==> src/include/perf_mon_pkg.sv <==
// Constants, field layouts and types of the framer performance monitor.
// Assumes a 40 MHz framer clock and a plain strobe register port.
package perf_mon_pkg;

  // ----------------------------------------------------------------
  // Register port
  // ----------------------------------------------------------------
  localparam int ADDR_W = 8;
  localparam int DATA_W = 16;
  localparam logic [7:0] OFS_MODE = 8'h00;
  localparam logic [7:0] OFS_FCS = 8'h04;
  localparam logic [7:0] OFS_ES_THR = 8'h08;
  localparam logic [7:0] OFS_BES_THR = 8'h0C;
  localparam logic [7:0] OFS_SES_THR = 8'h10;
  localparam logic [7:0] OFS_EVT_EN = 8'h14;
  localparam logic [7:0] OFS_STATUS = 8'h18;
  localparam logic [7:0] OFS_BPV_CNT = 8'h1C;
  localparam logic [7:0] OFS_ALIGN_CNT = 8'h20;
  localparam logic [7:0] OFS_CRC_CNT = 8'h24;
  localparam logic [7:0] OFS_EBIT_CNT = 8'h28;
  localparam logic [7:0] OFS_ES_CNT = 8'h2C;
  localparam logic [7:0] OFS_BES_CNT = 8'h30;
  localparam logic [7:0] OFS_SES_CNT = 8'h34;
  localparam logic [7:0] OFS_UAS_CNT = 8'h38;

  // ----------------------------------------------------------------
  // Field positions and reset values
  // ----------------------------------------------------------------
  localparam int MODE_LC_LSB = 0;
  localparam int MODE_FM_LSB = 2;
  localparam int MODE_SD_LSB = 5;
  localparam int FCS_BIT = 2;
  localparam int EN_ALIGN_BIT = 0;
  localparam int EN_CRC_BIT = 1;
  localparam int EN_EBIT_BIT = 2;
  localparam int EN_SA6_NT_BIT = 3;
  localparam int EN_SA6_NTR_BIT = 4;
  localparam int EN_OVR_BIT = 7;
  localparam int ST_UNAVAIL_BIT = 0;
  localparam int ST_EXCRC_BIT = 1;
  localparam logic [15:0] THR_RESET = 16'h0000;
  localparam logic [7:0] EVT_EN_RESET = 8'h00;

  // ----------------------------------------------------------------
  // Modes
  // ----------------------------------------------------------------
  typedef enum logic [1:0] {LC_AMI, LC_B8ZS, LC_HDB3} line_code_t;
  typedef enum logic [2:0] {FM_SF_D4, FM_SF_SC, FM_SF_DDS, FM_ESF, FM_E1, FM_E1_CRC}
    frame_mode_t;
  typedef enum logic [1:0] {SD_LT, SD_LT_REMOTE, SD_NT, SD_NT_REMOTE} e1_side_t;

  // ----------------------------------------------------------------
  // Counts and limits
  // ----------------------------------------------------------------
  localparam int SEC_W = 14;
  localparam logic [4:0] AMI_ZERO_RUN = 5'h10;
  localparam logic [4:0] B8ZS_ZERO_SPAN = 5'h08;
  localparam logic [4:0] HDB3_ZERO_SPAN = 5'h04;
  localparam logic [SEC_W-1:0] EXC_CRC_ESF = 14'h0140;
  localparam logic [SEC_W-1:0] EXC_CRC_E1 = 14'h0393;
  localparam logic [SEC_W-1:0] SES_T1_SF = 14'h0008;
  localparam logic [SEC_W-1:0] SES_E1_PLAIN = 14'h0010;
  localparam logic [SEC_W-1:0] ES_DEFAULT = 14'h0001;
  localparam logic [SEC_W-1:0] BES_DEFAULT = 14'h0002;
  localparam logic [3:0] UAS_RUN = 4'hA;
  localparam int CLOCK_HZ = 40000000;
  localparam int SECOND_MS = 1000;
  localparam int SECOND_CYCLES = CLOCK_HZ / 1000 * SECOND_MS;

endpackage

==> src/rtl/perf_counters.sv <==
// Receive framer performance monitor: line, framing and second counters.
// Assumes event inputs are one-cycle pulses from logic on clock_i.
//
// Contract
// - AMI: count violations and each run of sixteen zeros, 16-bit counter.
// - B8ZS: count violations, code violations and each zero 8-bit span.
// - HDB3: count violations, code violations and each zero 4-bit span.
// - Superframe: select bit 1 counts both framing bits, 0 only terminal.
// - DDS counts terminal, signalling, slot 24 errors; ESF its framing bits.
// - E1: select 0 counts alignment and bit 2 errors, 1 alignment only.
// - ESF or E1 CRC: 16-bit counter of checksum errors.
// - Flag excessive checksum errors: 320 ESF or 915 E1 per second.
// - E1 CRC-4: 16-bit counter of received E bits at zero.
// - Count errored seconds from the enabled conditions, 16-bit.
// - Default errored condition chosen by framing mode and terminal side.
// - T1 bursty second: above one and below 8 or 320 events.
// - E1 bursty second: above one and below 16 or 915 events.
// - Severe second: 8 framing or 320 checksum errors on T1.
// - E1 severe second: 16 framing or 915 selected events.
// - Threshold registers replace hardwired limits when nonzero.
// - Count each second spent unavailable, 16-bit.
// - Enter unavailable after ten consecutive severe seconds.
// - Leave unavailable after ten consecutive seconds not severe.
// - No errored or severe second counting while unavailable; bursty seconds still count.
`timescale 1ns/10ps
module perf_counters
  import perf_mon_pkg::*;
#(
  parameter int SECOND_LEN = SECOND_CYCLES
) (
  input wire logic clock_i,
  input wire logic rst_n_i,
  input wire logic [ADDR_W-1:0] addr_i,
  input wire logic [DATA_W-1:0] wdata_i,
  input wire logic wr_i,
  input wire logic rd_i,
  output logic [DATA_W-1:0] rdata_o,
  input wire logic bit_valid_i,
  input wire logic one_pulse_i,
  input wire logic line_code_violation_i,
  input wire logic code_viol_i,
  input wire logic terminal_framing_bit_err_i,
  input wire logic signalling_framing_bit_err_i,
  input wire logic ts24_align_err_i,
  input wire logic extended_superframe_framing_bit_err_i,
  input wire logic fas_err_i,
  input wire logic nfas_err_i,
  input wire logic crc_err_i,
  input wire logic ebit_zero_i,
  input wire logic sa6_stb_i,
  input wire logic [3:0] sa6_code_i,
  output logic unavail_o,
  output logic excess_crc_o,
  output logic second_tick_o
);

  // ----------------------------------------------------------------
  // State
  // ----------------------------------------------------------------
  typedef struct packed {
    line_code_t lc;
    frame_mode_t fm;
    e1_side_t sd;
    logic fcs;
    logic [15:0] es_thr;
    logic [15:0] bes_thr;
    logic [15:0] ses_thr;
    logic [7:0] en;
    logic [4:0] zrun;
    logic [SEC_W-1:0] sel_sec;
    logic [SEC_W-1:0] crc_sec;
    logic [15:0] line_code_violation;
    logic [7:0] align;
    logic [15:0] crc;
    logic [15:0] ebit;
    logic [15:0] es;
    logic [15:0] bes;
    logic [15:0] ses;
    logic [15:0] uas;
    logic [3:0] run;
    logic unavail;
    logic excrc;
    logic tick;
    logic [DATA_W-1:0] rdata;
  } state_t;

  state_t st_r;
  state_t st_nxt;
  logic tick;
  logic zero_evt;
  logic bpv_evt;
  logic align_evt;
  logic crc_evt;
  logic ebit_evt;
  logic sa6_nt_evt;
  logic sa6_ntr_evt;
  logic [2:0] sel_inc;
  logic [SEC_W-1:0] sel_tot;
  logic [SEC_W-1:0] crc_tot;
  logic [SEC_W-1:0] es_lim;
  logic [SEC_W-1:0] bes_lim;
  logic [SEC_W-1:0] ses_lim;
  logic [SEC_W-1:0] exc_lim;
  logic es_hit;
  logic bes_hit;
  logic ses_hit;
  logic t1_mode;

  second_timer #(
    .CYCLES(SECOND_LEN)
  ) u_timer (
    .clock_i(clock_i),
    .rst_n_i(rst_n_i),
    .tick_o(tick)
  );

  function automatic logic [15:0] bump16(input logic [15:0] v, input logic clr,
                                         input logic inc);
    logic [15:0] b;
    b = clr ? 16'h0000 : v;
    bump16 = (inc && b != 16'hFFFF) ? b + 16'h0001 : b;
  endfunction

  function automatic logic [SEC_W-1:0] add_sat(input logic [SEC_W-1:0] v,
                                               input logic [2:0] inc);
    logic [SEC_W:0] s;
    s = {1'b0, v} + {{(SEC_W - 2){1'b0}}, inc};
    add_sat = s[SEC_W] ? '1 : s[SEC_W-1:0];
  endfunction

  function automatic logic [SEC_W-1:0] pick(input logic [15:0] r,
                                            input logic [SEC_W-1:0] d);
    pick = (r == 16'h0000) ? d : ((r[15:SEC_W] != '0) ? '1 : r[SEC_W-1:0]);
  endfunction

  // ----------------------------------------------------------------
  // Event classification
  // ----------------------------------------------------------------
  always_comb begin
    t1_mode = (st_r.fm != FM_E1) && (st_r.fm != FM_E1_CRC);
    zero_evt = 1'b0;
    if (bit_valid_i && !one_pulse_i) begin
      if (st_r.lc == LC_AMI) begin
        zero_evt = (st_r.zrun == AMI_ZERO_RUN - 5'h01);
      end else if (st_r.lc == LC_B8ZS) begin
        zero_evt = (st_r.zrun == B8ZS_ZERO_SPAN - 5'h01);
      end else begin
        zero_evt = (st_r.zrun == HDB3_ZERO_SPAN - 5'h01);
      end
    end
    bpv_evt = line_code_violation_i || zero_evt
      || (code_viol_i && st_r.lc != LC_AMI);
    case (st_r.fm)
      FM_SF_D4, FM_SF_SC: begin
        align_evt = terminal_framing_bit_err_i
          || (st_r.fcs && signalling_framing_bit_err_i);
      end
      FM_SF_DDS: begin
        align_evt = terminal_framing_bit_err_i || signalling_framing_bit_err_i
          || ts24_align_err_i;
      end
      FM_ESF: begin
        align_evt = extended_superframe_framing_bit_err_i;
      end
      default: begin
        align_evt = fas_err_i || (!st_r.fcs && nfas_err_i);
      end
    endcase
    crc_evt = crc_err_i && (st_r.fm == FM_ESF || st_r.fm == FM_E1_CRC);
    ebit_evt = ebit_zero_i && st_r.fm == FM_E1_CRC;
    sa6_nt_evt = sa6_stb_i && sa6_code_i[3:1] == 3'h1 && st_r.fm == FM_E1_CRC;
    sa6_ntr_evt = sa6_stb_i && sa6_code_i[3:2] == 2'h0 && sa6_code_i[0]
      && st_r.fm == FM_E1_CRC;
  end

  // ----------------------------------------------------------------
  // Per-second selection and limits
  // ----------------------------------------------------------------
  always_comb begin
    if (st_r.en[EN_OVR_BIT]) begin
      sel_inc = 3'(st_r.en[EN_ALIGN_BIT] && align_evt) + 3'(st_r.en[EN_CRC_BIT] && crc_evt)
        + 3'(st_r.en[EN_EBIT_BIT] && ebit_evt) + 3'(st_r.en[EN_SA6_NT_BIT] && sa6_nt_evt)
        + 3'(st_r.en[EN_SA6_NTR_BIT] && sa6_ntr_evt);
    end else if (st_r.fm == FM_ESF) begin
      sel_inc = 3'(crc_evt);
    end else if (st_r.fm != FM_E1_CRC) begin
      sel_inc = 3'(align_evt);
    end else begin
      case (st_r.sd)
        SD_LT: sel_inc = 3'(crc_evt);
        SD_LT_REMOTE: sel_inc = 3'(ebit_evt);
        SD_NT: sel_inc = 3'(sa6_nt_evt);
        default: sel_inc = 3'(sa6_ntr_evt);
      endcase
    end
    sel_tot = add_sat(st_r.sel_sec, sel_inc);
    crc_tot = add_sat(st_r.crc_sec, 3'(crc_evt));
    if (st_r.fm == FM_ESF) begin
      ses_lim = EXC_CRC_ESF;
      exc_lim = EXC_CRC_ESF;
    end else if (st_r.fm == FM_E1_CRC) begin
      ses_lim = EXC_CRC_E1;
      exc_lim = EXC_CRC_E1;
    end else begin
      ses_lim = t1_mode ? SES_T1_SF : SES_E1_PLAIN;
      exc_lim = '1;
    end
    ses_lim = pick(st_r.ses_thr, ses_lim);
    es_lim = pick(st_r.es_thr, ES_DEFAULT);
    bes_lim = pick(st_r.bes_thr, BES_DEFAULT);
    es_hit = sel_tot >= es_lim;
    ses_hit = sel_tot >= ses_lim;
    bes_hit = sel_tot >= bes_lim && !ses_hit;
  end

  // ----------------------------------------------------------------
  // Next state
  // ----------------------------------------------------------------
  always_comb begin
    logic clr;
    clr = 1'b0;
    st_nxt = st_r;
    st_nxt.tick = tick;
    st_nxt.rdata = '0;
    if (wr_i) begin
      if (addr_i == OFS_MODE) begin
        st_nxt.lc = line_code_t'(wdata_i[MODE_LC_LSB +: 2]);
        st_nxt.fm = frame_mode_t'(wdata_i[MODE_FM_LSB +: 3]);
        st_nxt.sd = e1_side_t'(wdata_i[MODE_SD_LSB +: 2]);
      end else if (addr_i == OFS_FCS) begin
        st_nxt.fcs = wdata_i[FCS_BIT];
      end else if (addr_i == OFS_ES_THR) begin
        st_nxt.es_thr = wdata_i;
      end else if (addr_i == OFS_BES_THR) begin
        st_nxt.bes_thr = wdata_i;
      end else if (addr_i == OFS_SES_THR) begin
        st_nxt.ses_thr = wdata_i;
      end else if (addr_i == OFS_EVT_EN) begin
        st_nxt.en = wdata_i[7:0];
      end
    end
    if (bit_valid_i) begin
      if (one_pulse_i || (zero_evt && st_r.lc != LC_AMI)) begin
        st_nxt.zrun = 5'h00;
      end else if (st_r.zrun != AMI_ZERO_RUN) begin
        st_nxt.zrun = st_r.zrun + 5'h01;
      end
    end
    clr = wr_i && addr_i == OFS_BPV_CNT;
    st_nxt.line_code_violation = bump16(st_r.line_code_violation, clr, bpv_evt);
    clr = wr_i && addr_i == OFS_ALIGN_CNT;
    st_nxt.align = clr ? 8'h00 : st_r.align;
    if (align_evt && st_nxt.align != 8'hFF) begin
      st_nxt.align = st_nxt.align + 8'h01;
    end
    clr = wr_i && addr_i == OFS_CRC_CNT;
    st_nxt.crc = bump16(st_r.crc, clr, crc_evt);
    clr = wr_i && addr_i == OFS_EBIT_CNT;
    st_nxt.ebit = bump16(st_r.ebit, clr, ebit_evt);
    st_nxt.sel_sec = tick ? '0 : sel_tot;
    st_nxt.crc_sec = tick ? '0 : crc_tot;
    clr = wr_i && addr_i == OFS_ES_CNT;
    st_nxt.es = bump16(st_r.es, clr, tick && es_hit && !st_r.unavail);
    clr = wr_i && addr_i == OFS_BES_CNT;
    st_nxt.bes = bump16(st_r.bes, clr, tick && bes_hit);
    clr = wr_i && addr_i == OFS_SES_CNT;
    st_nxt.ses = bump16(st_r.ses, clr, tick && ses_hit && !st_r.unavail);
    clr = wr_i && addr_i == OFS_UAS_CNT;
    st_nxt.uas = bump16(st_r.uas, clr, tick && st_r.unavail);
    if (tick) begin
      st_nxt.excrc = crc_tot >= exc_lim;
      if (ses_hit != st_r.unavail) begin
        st_nxt.run = st_r.run + 4'h1;
        if (st_r.run == UAS_RUN - 4'h1) begin
          st_nxt.unavail = !st_r.unavail;
          st_nxt.run = 4'h0;
        end
      end else begin
        st_nxt.run = 4'h0;
      end
    end
    if (rd_i) begin
      if (addr_i == OFS_MODE) begin
        st_nxt.rdata = 16'({st_r.sd, st_r.fm, st_r.lc});
      end else if (addr_i == OFS_FCS) begin
        st_nxt.rdata = 16'({st_r.fcs, 2'h0});
      end else if (addr_i == OFS_ES_THR) begin
        st_nxt.rdata = st_r.es_thr;
      end else if (addr_i == OFS_BES_THR) begin
        st_nxt.rdata = st_r.bes_thr;
      end else if (addr_i == OFS_SES_THR) begin
        st_nxt.rdata = st_r.ses_thr;
      end else if (addr_i == OFS_EVT_EN) begin
        st_nxt.rdata = {8'h00, st_r.en};
      end else if (addr_i == OFS_STATUS) begin
        st_nxt.rdata = {14'h0000, st_r.excrc, st_r.unavail};
      end else if (addr_i == OFS_BPV_CNT) begin
        st_nxt.rdata = st_r.line_code_violation;
      end else if (addr_i == OFS_ALIGN_CNT) begin
        st_nxt.rdata = {8'h00, st_r.align};
      end else if (addr_i == OFS_CRC_CNT) begin
        st_nxt.rdata = st_r.crc;
      end else if (addr_i == OFS_EBIT_CNT) begin
        st_nxt.rdata = st_r.ebit;
      end else if (addr_i == OFS_ES_CNT) begin
        st_nxt.rdata = st_r.es;
      end else if (addr_i == OFS_BES_CNT) begin
        st_nxt.rdata = st_r.bes;
      end else if (addr_i == OFS_SES_CNT) begin
        st_nxt.rdata = st_r.ses;
      end else if (addr_i == OFS_UAS_CNT) begin
        st_nxt.rdata = st_r.uas;
      end
    end
  end

  always_ff @(posedge clock_i or negedge rst_n_i) begin
    if (!rst_n_i) begin
      st_r <= '{lc: LC_AMI, fm: FM_SF_D4, sd: SD_LT, es_thr: THR_RESET,
                bes_thr: THR_RESET, ses_thr: THR_RESET, en: EVT_EN_RESET, default: '0};
    end else begin
      st_r <= st_nxt;
    end
  end

  assign rdata_o = st_r.rdata;
  assign unavail_o = st_r.unavail;
  assign excess_crc_o = st_r.excrc;
  assign second_tick_o = st_r.tick;
endmodule

==> src/rtl/second_timer.sv <==
// One-second interval timer: a one-cycle tick at the end of each second.
// Assumes the framer clock is free running.
`timescale 1ns/10ps
module second_timer
  import perf_mon_pkg::*;
#(
  parameter int CYCLES = SECOND_CYCLES
) (
  input wire logic clock_i,
  input wire logic rst_n_i,
  output logic tick_o
);

  localparam int CW = $clog2(CYCLES + 1);
  localparam logic [CW-1:0] LAST = CW'(CYCLES - 1);

  typedef struct packed {
    logic [CW-1:0] cnt;
    logic tick;
  } tmr_t;

  tmr_t st_r;
  tmr_t st_nxt;

  always_comb begin
    st_nxt = st_r;
    st_nxt.tick = (st_r.cnt == LAST);
    st_nxt.cnt = st_nxt.tick ? '0 : st_r.cnt + CW'(1);
  end

  always_ff @(posedge clock_i or negedge rst_n_i) begin
    if (!rst_n_i) begin
      st_r <= '0;
    end else begin
      st_r <= st_nxt;
    end
  end

  assign tick_o = st_r.tick;

endmodule

==> config.mk <==
export PLATFORM = sky130hd
export DESIGN_NAME = perf_counters
export DESIGN_NICKNAME = d
export VERILOG_FILES = /design/src/include/perf_mon_pkg.sv /design/src/rtl/perf_counters.sv /design/src/rtl/second_timer.sv
export SDC_FILE = /design/constraint.sdc
export NUM_CORES = 1
export LEC_CHECK = 0
export BUFFER_PORTS_ARGS = -buffer_cell sky130_fd_sc_hd__buf_4
export CAP_MARGIN = 0
export CORE_AREA = 2 2 235 179
export CTS_BUF_LIST = sky130_fd_sc_hd__clkbuf_8
export DETAILED_ROUTE_END_ITERATION = 7
export DIE_AREA = 0 0 237 181
export GPL_TIMING_DRIVEN = 0
export PLACE_DENSITY = 0.59
export SKIP_CTS_REPAIR_TIMING = 1
export SYNTH_ARGS = -nofsm -noshare
export SYNTH_HDL_FRONTEND = slang
export SYNTH_SLANG_ARGS = --single-unit
==> constraint.sdc <==
create_clock -name clock_i -period 7 [get_ports clock_i]
set_input_delay 1.4 -clock clock_i [delete_from_list [all_inputs] [get_ports clock_i]]
set_output_delay 1.4 -clock clock_i [all_outputs]
set_load 0.01 [all_outputs]
==> flow_summary.rst <==
.. list-table::
   :header-rows: 1

   * - Metric
     - Value
   * - Result of the run
     - finished clean
   * - LEAKAGE
     - 8.241 nW
   * - Total number of H-tree levels
     - 2
   * - CTS tree
     - done
   * - Crit Path Class
     - in -> reg
   * - Post-synthesis net count
     - 1753
   * - Master cell of the clock root buffer
     - sky130_fd_sc_hd__clkbuf_8
   * - Post-synth top flop
     - sky130_fd_sc_hd__dfrtp_1
   * - Share of synthesized flip-flops with an asynchronous set or reset
     - 100.0%
   * - Post-synthesis sequential area ratio
     - 42.70%
   * - Syn_area_per_cell
     - 9.525 sq um
   * - DRC errors left
     - 0
   * - Number of register bits inferred by synthesis
     - 267
   * - Worst Skew
     - 0.03222 ns
   * - Routability congestion estimate
     - between 0.8 and 0.9
   * - 1st-pass router iterations
     - 6
   * - ANT nets after route
     - 0
   * - Total count of hold-check failures in the final report
     - 0
   * - Final Cycle Share
     - between 90% and 100%
   * - Number of top-level pins
     - 64
   * - Number of failing setup endpoints in the final timing report
     - 0
   * - Clock latency reported for the late side of the worst-skew pair
     - 0.60 ns
   * - Register cell area after layout
     - 6681 sq um
   * - Crit path launch type
     - input port
   * - CP Capture Type
     - flip-flop
   * - Total power per unit cell area
     - 219.3 nW/um^2
   * - Aggregate global routing overflow
     - 0
   * - Slew of the pin with the lowest slew margin
     - roughly 1.1 ns
   * - Antenna fix cells
     - 0
   * - Number of global-route vias before repair
     - 13070
   * - Class of the tightest hold or removal check
     - reg -> reg
   * - Die outline height
     - between 150 and 200 microns
   * - Number of design-rule violations left by the first detailed-router iteration
     - 1411
   * - Floorplan row count
     - 64
   * - Count of buffers from port buffering
     - 60
   * - Largest net degree at the start of global routing
     - 120
   * - Signed area change from the synthesized netlist to the final layout
     - 14.93%
   * - Wire length of the first global-routing pass
     - roughly 76000 microns
   * - Initial standard-cell utilization of the core
     - 38.70%
   * - Number of unique standard cell types used by synthesis
     - 92
   * - Clock slew at the register clock pins of the worst setup and hold paths
     - about 0.06 ns
   * - Total area of multi-input combinational cells
     - 8666 sq um
   * - Fin nets
     - 1874
   * - Global router's overall resource usage
     - 22.82%
   * - Largest voltage drop on the vdd net
     - 0.0001233 V
   * - Number of synthesized flops with an enable pin
     - 0
   * - Final HPWL from detailed placement
     - roughly 37000 microns
   * - Share of the core filled with cells in the final layout
     - ~44%
   * - Detail-routed via count per cell
     - around 5.9
   * - Register-to-Register Path Depth
     - 26
   * - Number of max-cap violations
     - 0
   * - Die outline width
     - between 200 and 250 microns
   * - Ys Warns
     - 0
   * - Rel. slew slack
     - 23.62%
   * - Wirelength, routed
     - roughly 49000 microns
   * - Routed via count
     - approximately 14000
   * - Post-synthesis cell count
     - 1643
   * - Placeable core region
     - around 40000 sq um
   * - Total of fill cells in the finished design
     - 3926
   * - Maximum achievable frequency
     - about 0.15 GHz
   * - Critical path data arrival time
     - 7.34 ns
   * - Required time worst endpoint
     - 7.51 ns
   * - Clock Sinks
     - 267
   * - Area enclosed by the die boundary
     - 42900 sq um
   * - Final worst path period need
     - approximately 7 ns
   * - Count of final max-slew check failures
     - 0
   * - Bufs on Longest Clock Path
     - 3
   * - CTS buffer count
     - 46
   * - Post-DR wirelength/cell
     - ~21 microns
   * - Worst-case hold slack
     - 0.4582 ns
   * - Syn Std Cell Area
     - 15650 sq um
   * - Number of antenna violations at the first check in global routing
     - 1
   * - Proportion of layout cells with a drive suffix above 1
     - around 17%
   * - Hold-critical path depth
     - 1
   * - Critical path fanouts, max
     - 8
layout make-up:
cell class | count | area share [%]
Buffer | 64 | 1.760
Clock buffer | 60 | 4.592
Clock inverter | 23 | 0.5774
Inverter | 34 | 0.7096
Multi-Input combinational cell | 1277 | 48.18
Sequential cell | 267 | 37.15
Tap cell | 528 | 3.673
Timing Repair Buffer | 74 | 3.353
placed cells by master, fill, tap and decap left out, types with 14 or more instances in the layout:
| cell | synthesis | final |
|---|---|---|
| sky130_fd_sc_hd__xnor2_1 | 36 | 36 |
| sky130_fd_sc_hd__o21ai_0 | 55 | 52 |
| sky130_fd_sc_hd__or3_1 | 33 | 33 |
| sky130_fd_sc_hd__inv_1 | 34 | 45 |
| sky130_fd_sc_hd__and3_1 | 36 | 36 |
| sky130_fd_sc_hd__xor2_1 | 78 | 78 |
| sky130_fd_sc_hd__nand4_1 | 46 | 46 |
| sky130_fd_sc_hd__a31oi_1 | 15 | 14 |
| sky130_fd_sc_hd__or4_1 | 15 | 14 |
| sky130_fd_sc_hd__and2_1 | 19 | 19 |
| sky130_fd_sc_hd__dfrtp_1 | 267 | 267 |
| sky130_fd_sc_hd__nor3_1 | 36 | 34 |
| sky130_fd_sc_hd__clkbuf_1 | 43 | 40 |
| sky130_fd_sc_hd__a21oi_1 | 97 | 94 |
| sky130_fd_sc_hd__o22ai_1 | 18 | 17 |
| sky130_fd_sc_hd__nand2_1 | 181 | 178 |
| sky130_fd_sc_hd__nor2_1 | 160 | 158 |
| sky130_fd_sc_hd__clkbuf_8 | 0 | 60 |
| sky130_fd_sc_hd__nand3_1 | 57 | 56 |
| sky130_fd_sc_hd__a22oi_1 | 25 | 25 |
| sky130_fd_sc_hd__ha_1 | 62 | 61 |
| sky130_fd_sc_hd__a222oi_1 | 20 | 20 |
| sky130_fd_sc_hd__mux2_2 | 74 | 74 |
| sky130_fd_sc_hd__nor2b_1 | 25 | 25 |
| sky130_fd_sc_hd__buf_4 | 17 | 90 |
critical path: stages:
cell                        delay (ns)
sky130_fd_sc_hd__buf_4            0.11
sky130_fd_sc_hd__nor3_1           0.16
sky130_fd_sc_hd__nor2_1           0.08
sky130_fd_sc_hd__o22ai_2          0.15
sky130_fd_sc_hd__o21ai_2          0.10
sky130_fd_sc_hd__and2_1           0.18
sky130_fd_sc_hd__fa_1             0.46
sky130_fd_sc_hd__fa_1             0.55
sky130_fd_sc_hd__nand2_1          0.04
sky130_fd_sc_hd__o21ai_1          0.10
sky130_fd_sc_hd__ha_2             0.20
sky130_fd_sc_hd__inv_1            0.05
sky130_fd_sc_hd__fa_2             0.36
sky130_fd_sc_hd__and2b_4          0.27
sky130_fd_sc_hd__buf_4            0.14
sky130_fd_sc_hd__o2111ai_1        0.13
sky130_fd_sc_hd__xor2_1           0.34
sky130_fd_sc_hd__nand2_1          0.12
sky130_fd_sc_hd__ha_1             0.33
sky130_fd_sc_hd__a21o_1           0.21
sky130_fd_sc_hd__a211oi_2         0.23
sky130_fd_sc_hd__o31ai_2          0.13
sky130_fd_sc_hd__a211oi_4         0.37
sky130_fd_sc_hd__o311ai_4         0.20
sky130_fd_sc_hd__or4_1            0.46
sky130_fd_sc_hd__or3_1            0.32
sky130_fd_sc_hd__a21oi_1          0.16
power by group:
| part | switching, mW | leakage (nW) | internal (mW) |
|---|---|---|---|
| Sequential | 0.0978 | 3.63 | 1.62 |
| Combinational | 0.456 | 4.07 | 0.317 |
| Clock | 0.683 | 0.533 | 0.768 |
| Total | 1.24 | 8.24 | 2.71 |
cells by family (layout without fill, tap and decap cells):
family / after synthesis / count (layout) / synth area share, %
buf+inv: 99 / 255 / 2.814
xor+xnor: 114 / 114 / 6.380
mux: 85 / 85 / 6.093
compound gates: 325 / 325 / 14.06
simple gates: 685 / 685 / 22.42
fa+ha+maj: 68 / 68 / 5.541
flops: 267 / 267 / 42.70
state kept, by name, summed over array words and instances, names as in the netlist:
name	cells
st_r	221
excess_crc_o	1
second_tick_o	1
unavail_o	1
u_timer.tick_o	1
rdata_o	16
u_timer.st_r	26
metal layers:
metal | part of all wire [%] | track usage, %
met3 | 7.9 | 4.324
met5 | 0.026 | 0
met2 | 42 | 32.52
met4 | 2.5 | 6.785
met1 | 48 | 34.75
per-stage QoR:
| stage | cells | power (mW) | setup TNS (ns) | cell area [sq um] | setup WS, ns |
|---|---|---|---|---|---|
| 2_1_floorplan | 1643 | 2.194 | 0 | 15660 | 0.02967 |
| 3_3_place_gp | 2231 | 2.424 | -61.05 | 16770 | -1.393 |
| 3_5_place_dp | 2233 | 2.452 | -63.91 | 16830 | -1.426 |
| 4_1_cts | 2316 | 3.921 | -32.37 | 17760 | -0.8339 |
| 5_1_grt | 2327 | 4.147 | -0.3401 | 17980 | -0.07203 |
| 6_report | 2327 | 3.944 | 0 | 17980 | 0.1714 |
cell usage after synthesis, types with 18 or more instances:
master / number / area share, %
sky130_fd_sc_hd__dfrtp_1: 267 / 43
sky130_fd_sc_hd__inv_1: 34 / 0.82
sky130_fd_sc_hd__nor2_1: 160 / 3.8
sky130_fd_sc_hd__a21oi_1: 97 / 3.1
sky130_fd_sc_hd__mux2_2: 74 / 5.3
sky130_fd_sc_hd__o22ai_1: 18 / 0.72
sky130_fd_sc_hd__nand3_1: 57 / 1.8
sky130_fd_sc_hd__clkbuf_1: 43 / 1.0
sky130_fd_sc_hd__nor3_1: 36 / 1.2
sky130_fd_sc_hd__xnor2_1: 36 / 2.0
sky130_fd_sc_hd__nand4_1: 46 / 1.8
sky130_fd_sc_hd__ha_1: 62 / 5.0
sky130_fd_sc_hd__nor2b_1: 25 / 1.0
sky130_fd_sc_hd__o21ai_0: 55 / 1.8
sky130_fd_sc_hd__and3_1: 36 / 1.4
sky130_fd_sc_hd__a22oi_1: 25 / 1.2
sky130_fd_sc_hd__nand2_1: 181 / 4.3
sky130_fd_sc_hd__a222oi_1: 20 / 1.3
sky130_fd_sc_hd__or3_1: 33 / 1.3
sky130_fd_sc_hd__xor2_1: 78 / 4.4
sky130_fd_sc_hd__and2_1: 19 / 0.76
final timing paths:
path / from / end / slack [ns]
max: signalling_framing_bit_err_i / st_r[65]$_DFF_PN0_ / 0.17
min: u_timer.st_r[1]$_DFF_PN0_ / u_timer.st_r[1]$_DFF_PN0_ / 0.46
max reg2reg: st_r[237]$_DFFE_PN0P_ / st_r[65]$_DFF_PN0_ / 0.22
min reg2reg: u_timer.st_r[1]$_DFF_PN0_ / u_timer.st_r[1]$_DFF_PN0_ / 0.46
max in group asynchronous: rst_n_i / st_r[152]$_DFF_PN0_ / 5.29
min in group asynchronous: rst_n_i / st_r[167]$_DFF_PN0_ / 0.73
Power figures use the tool's default switching activity.
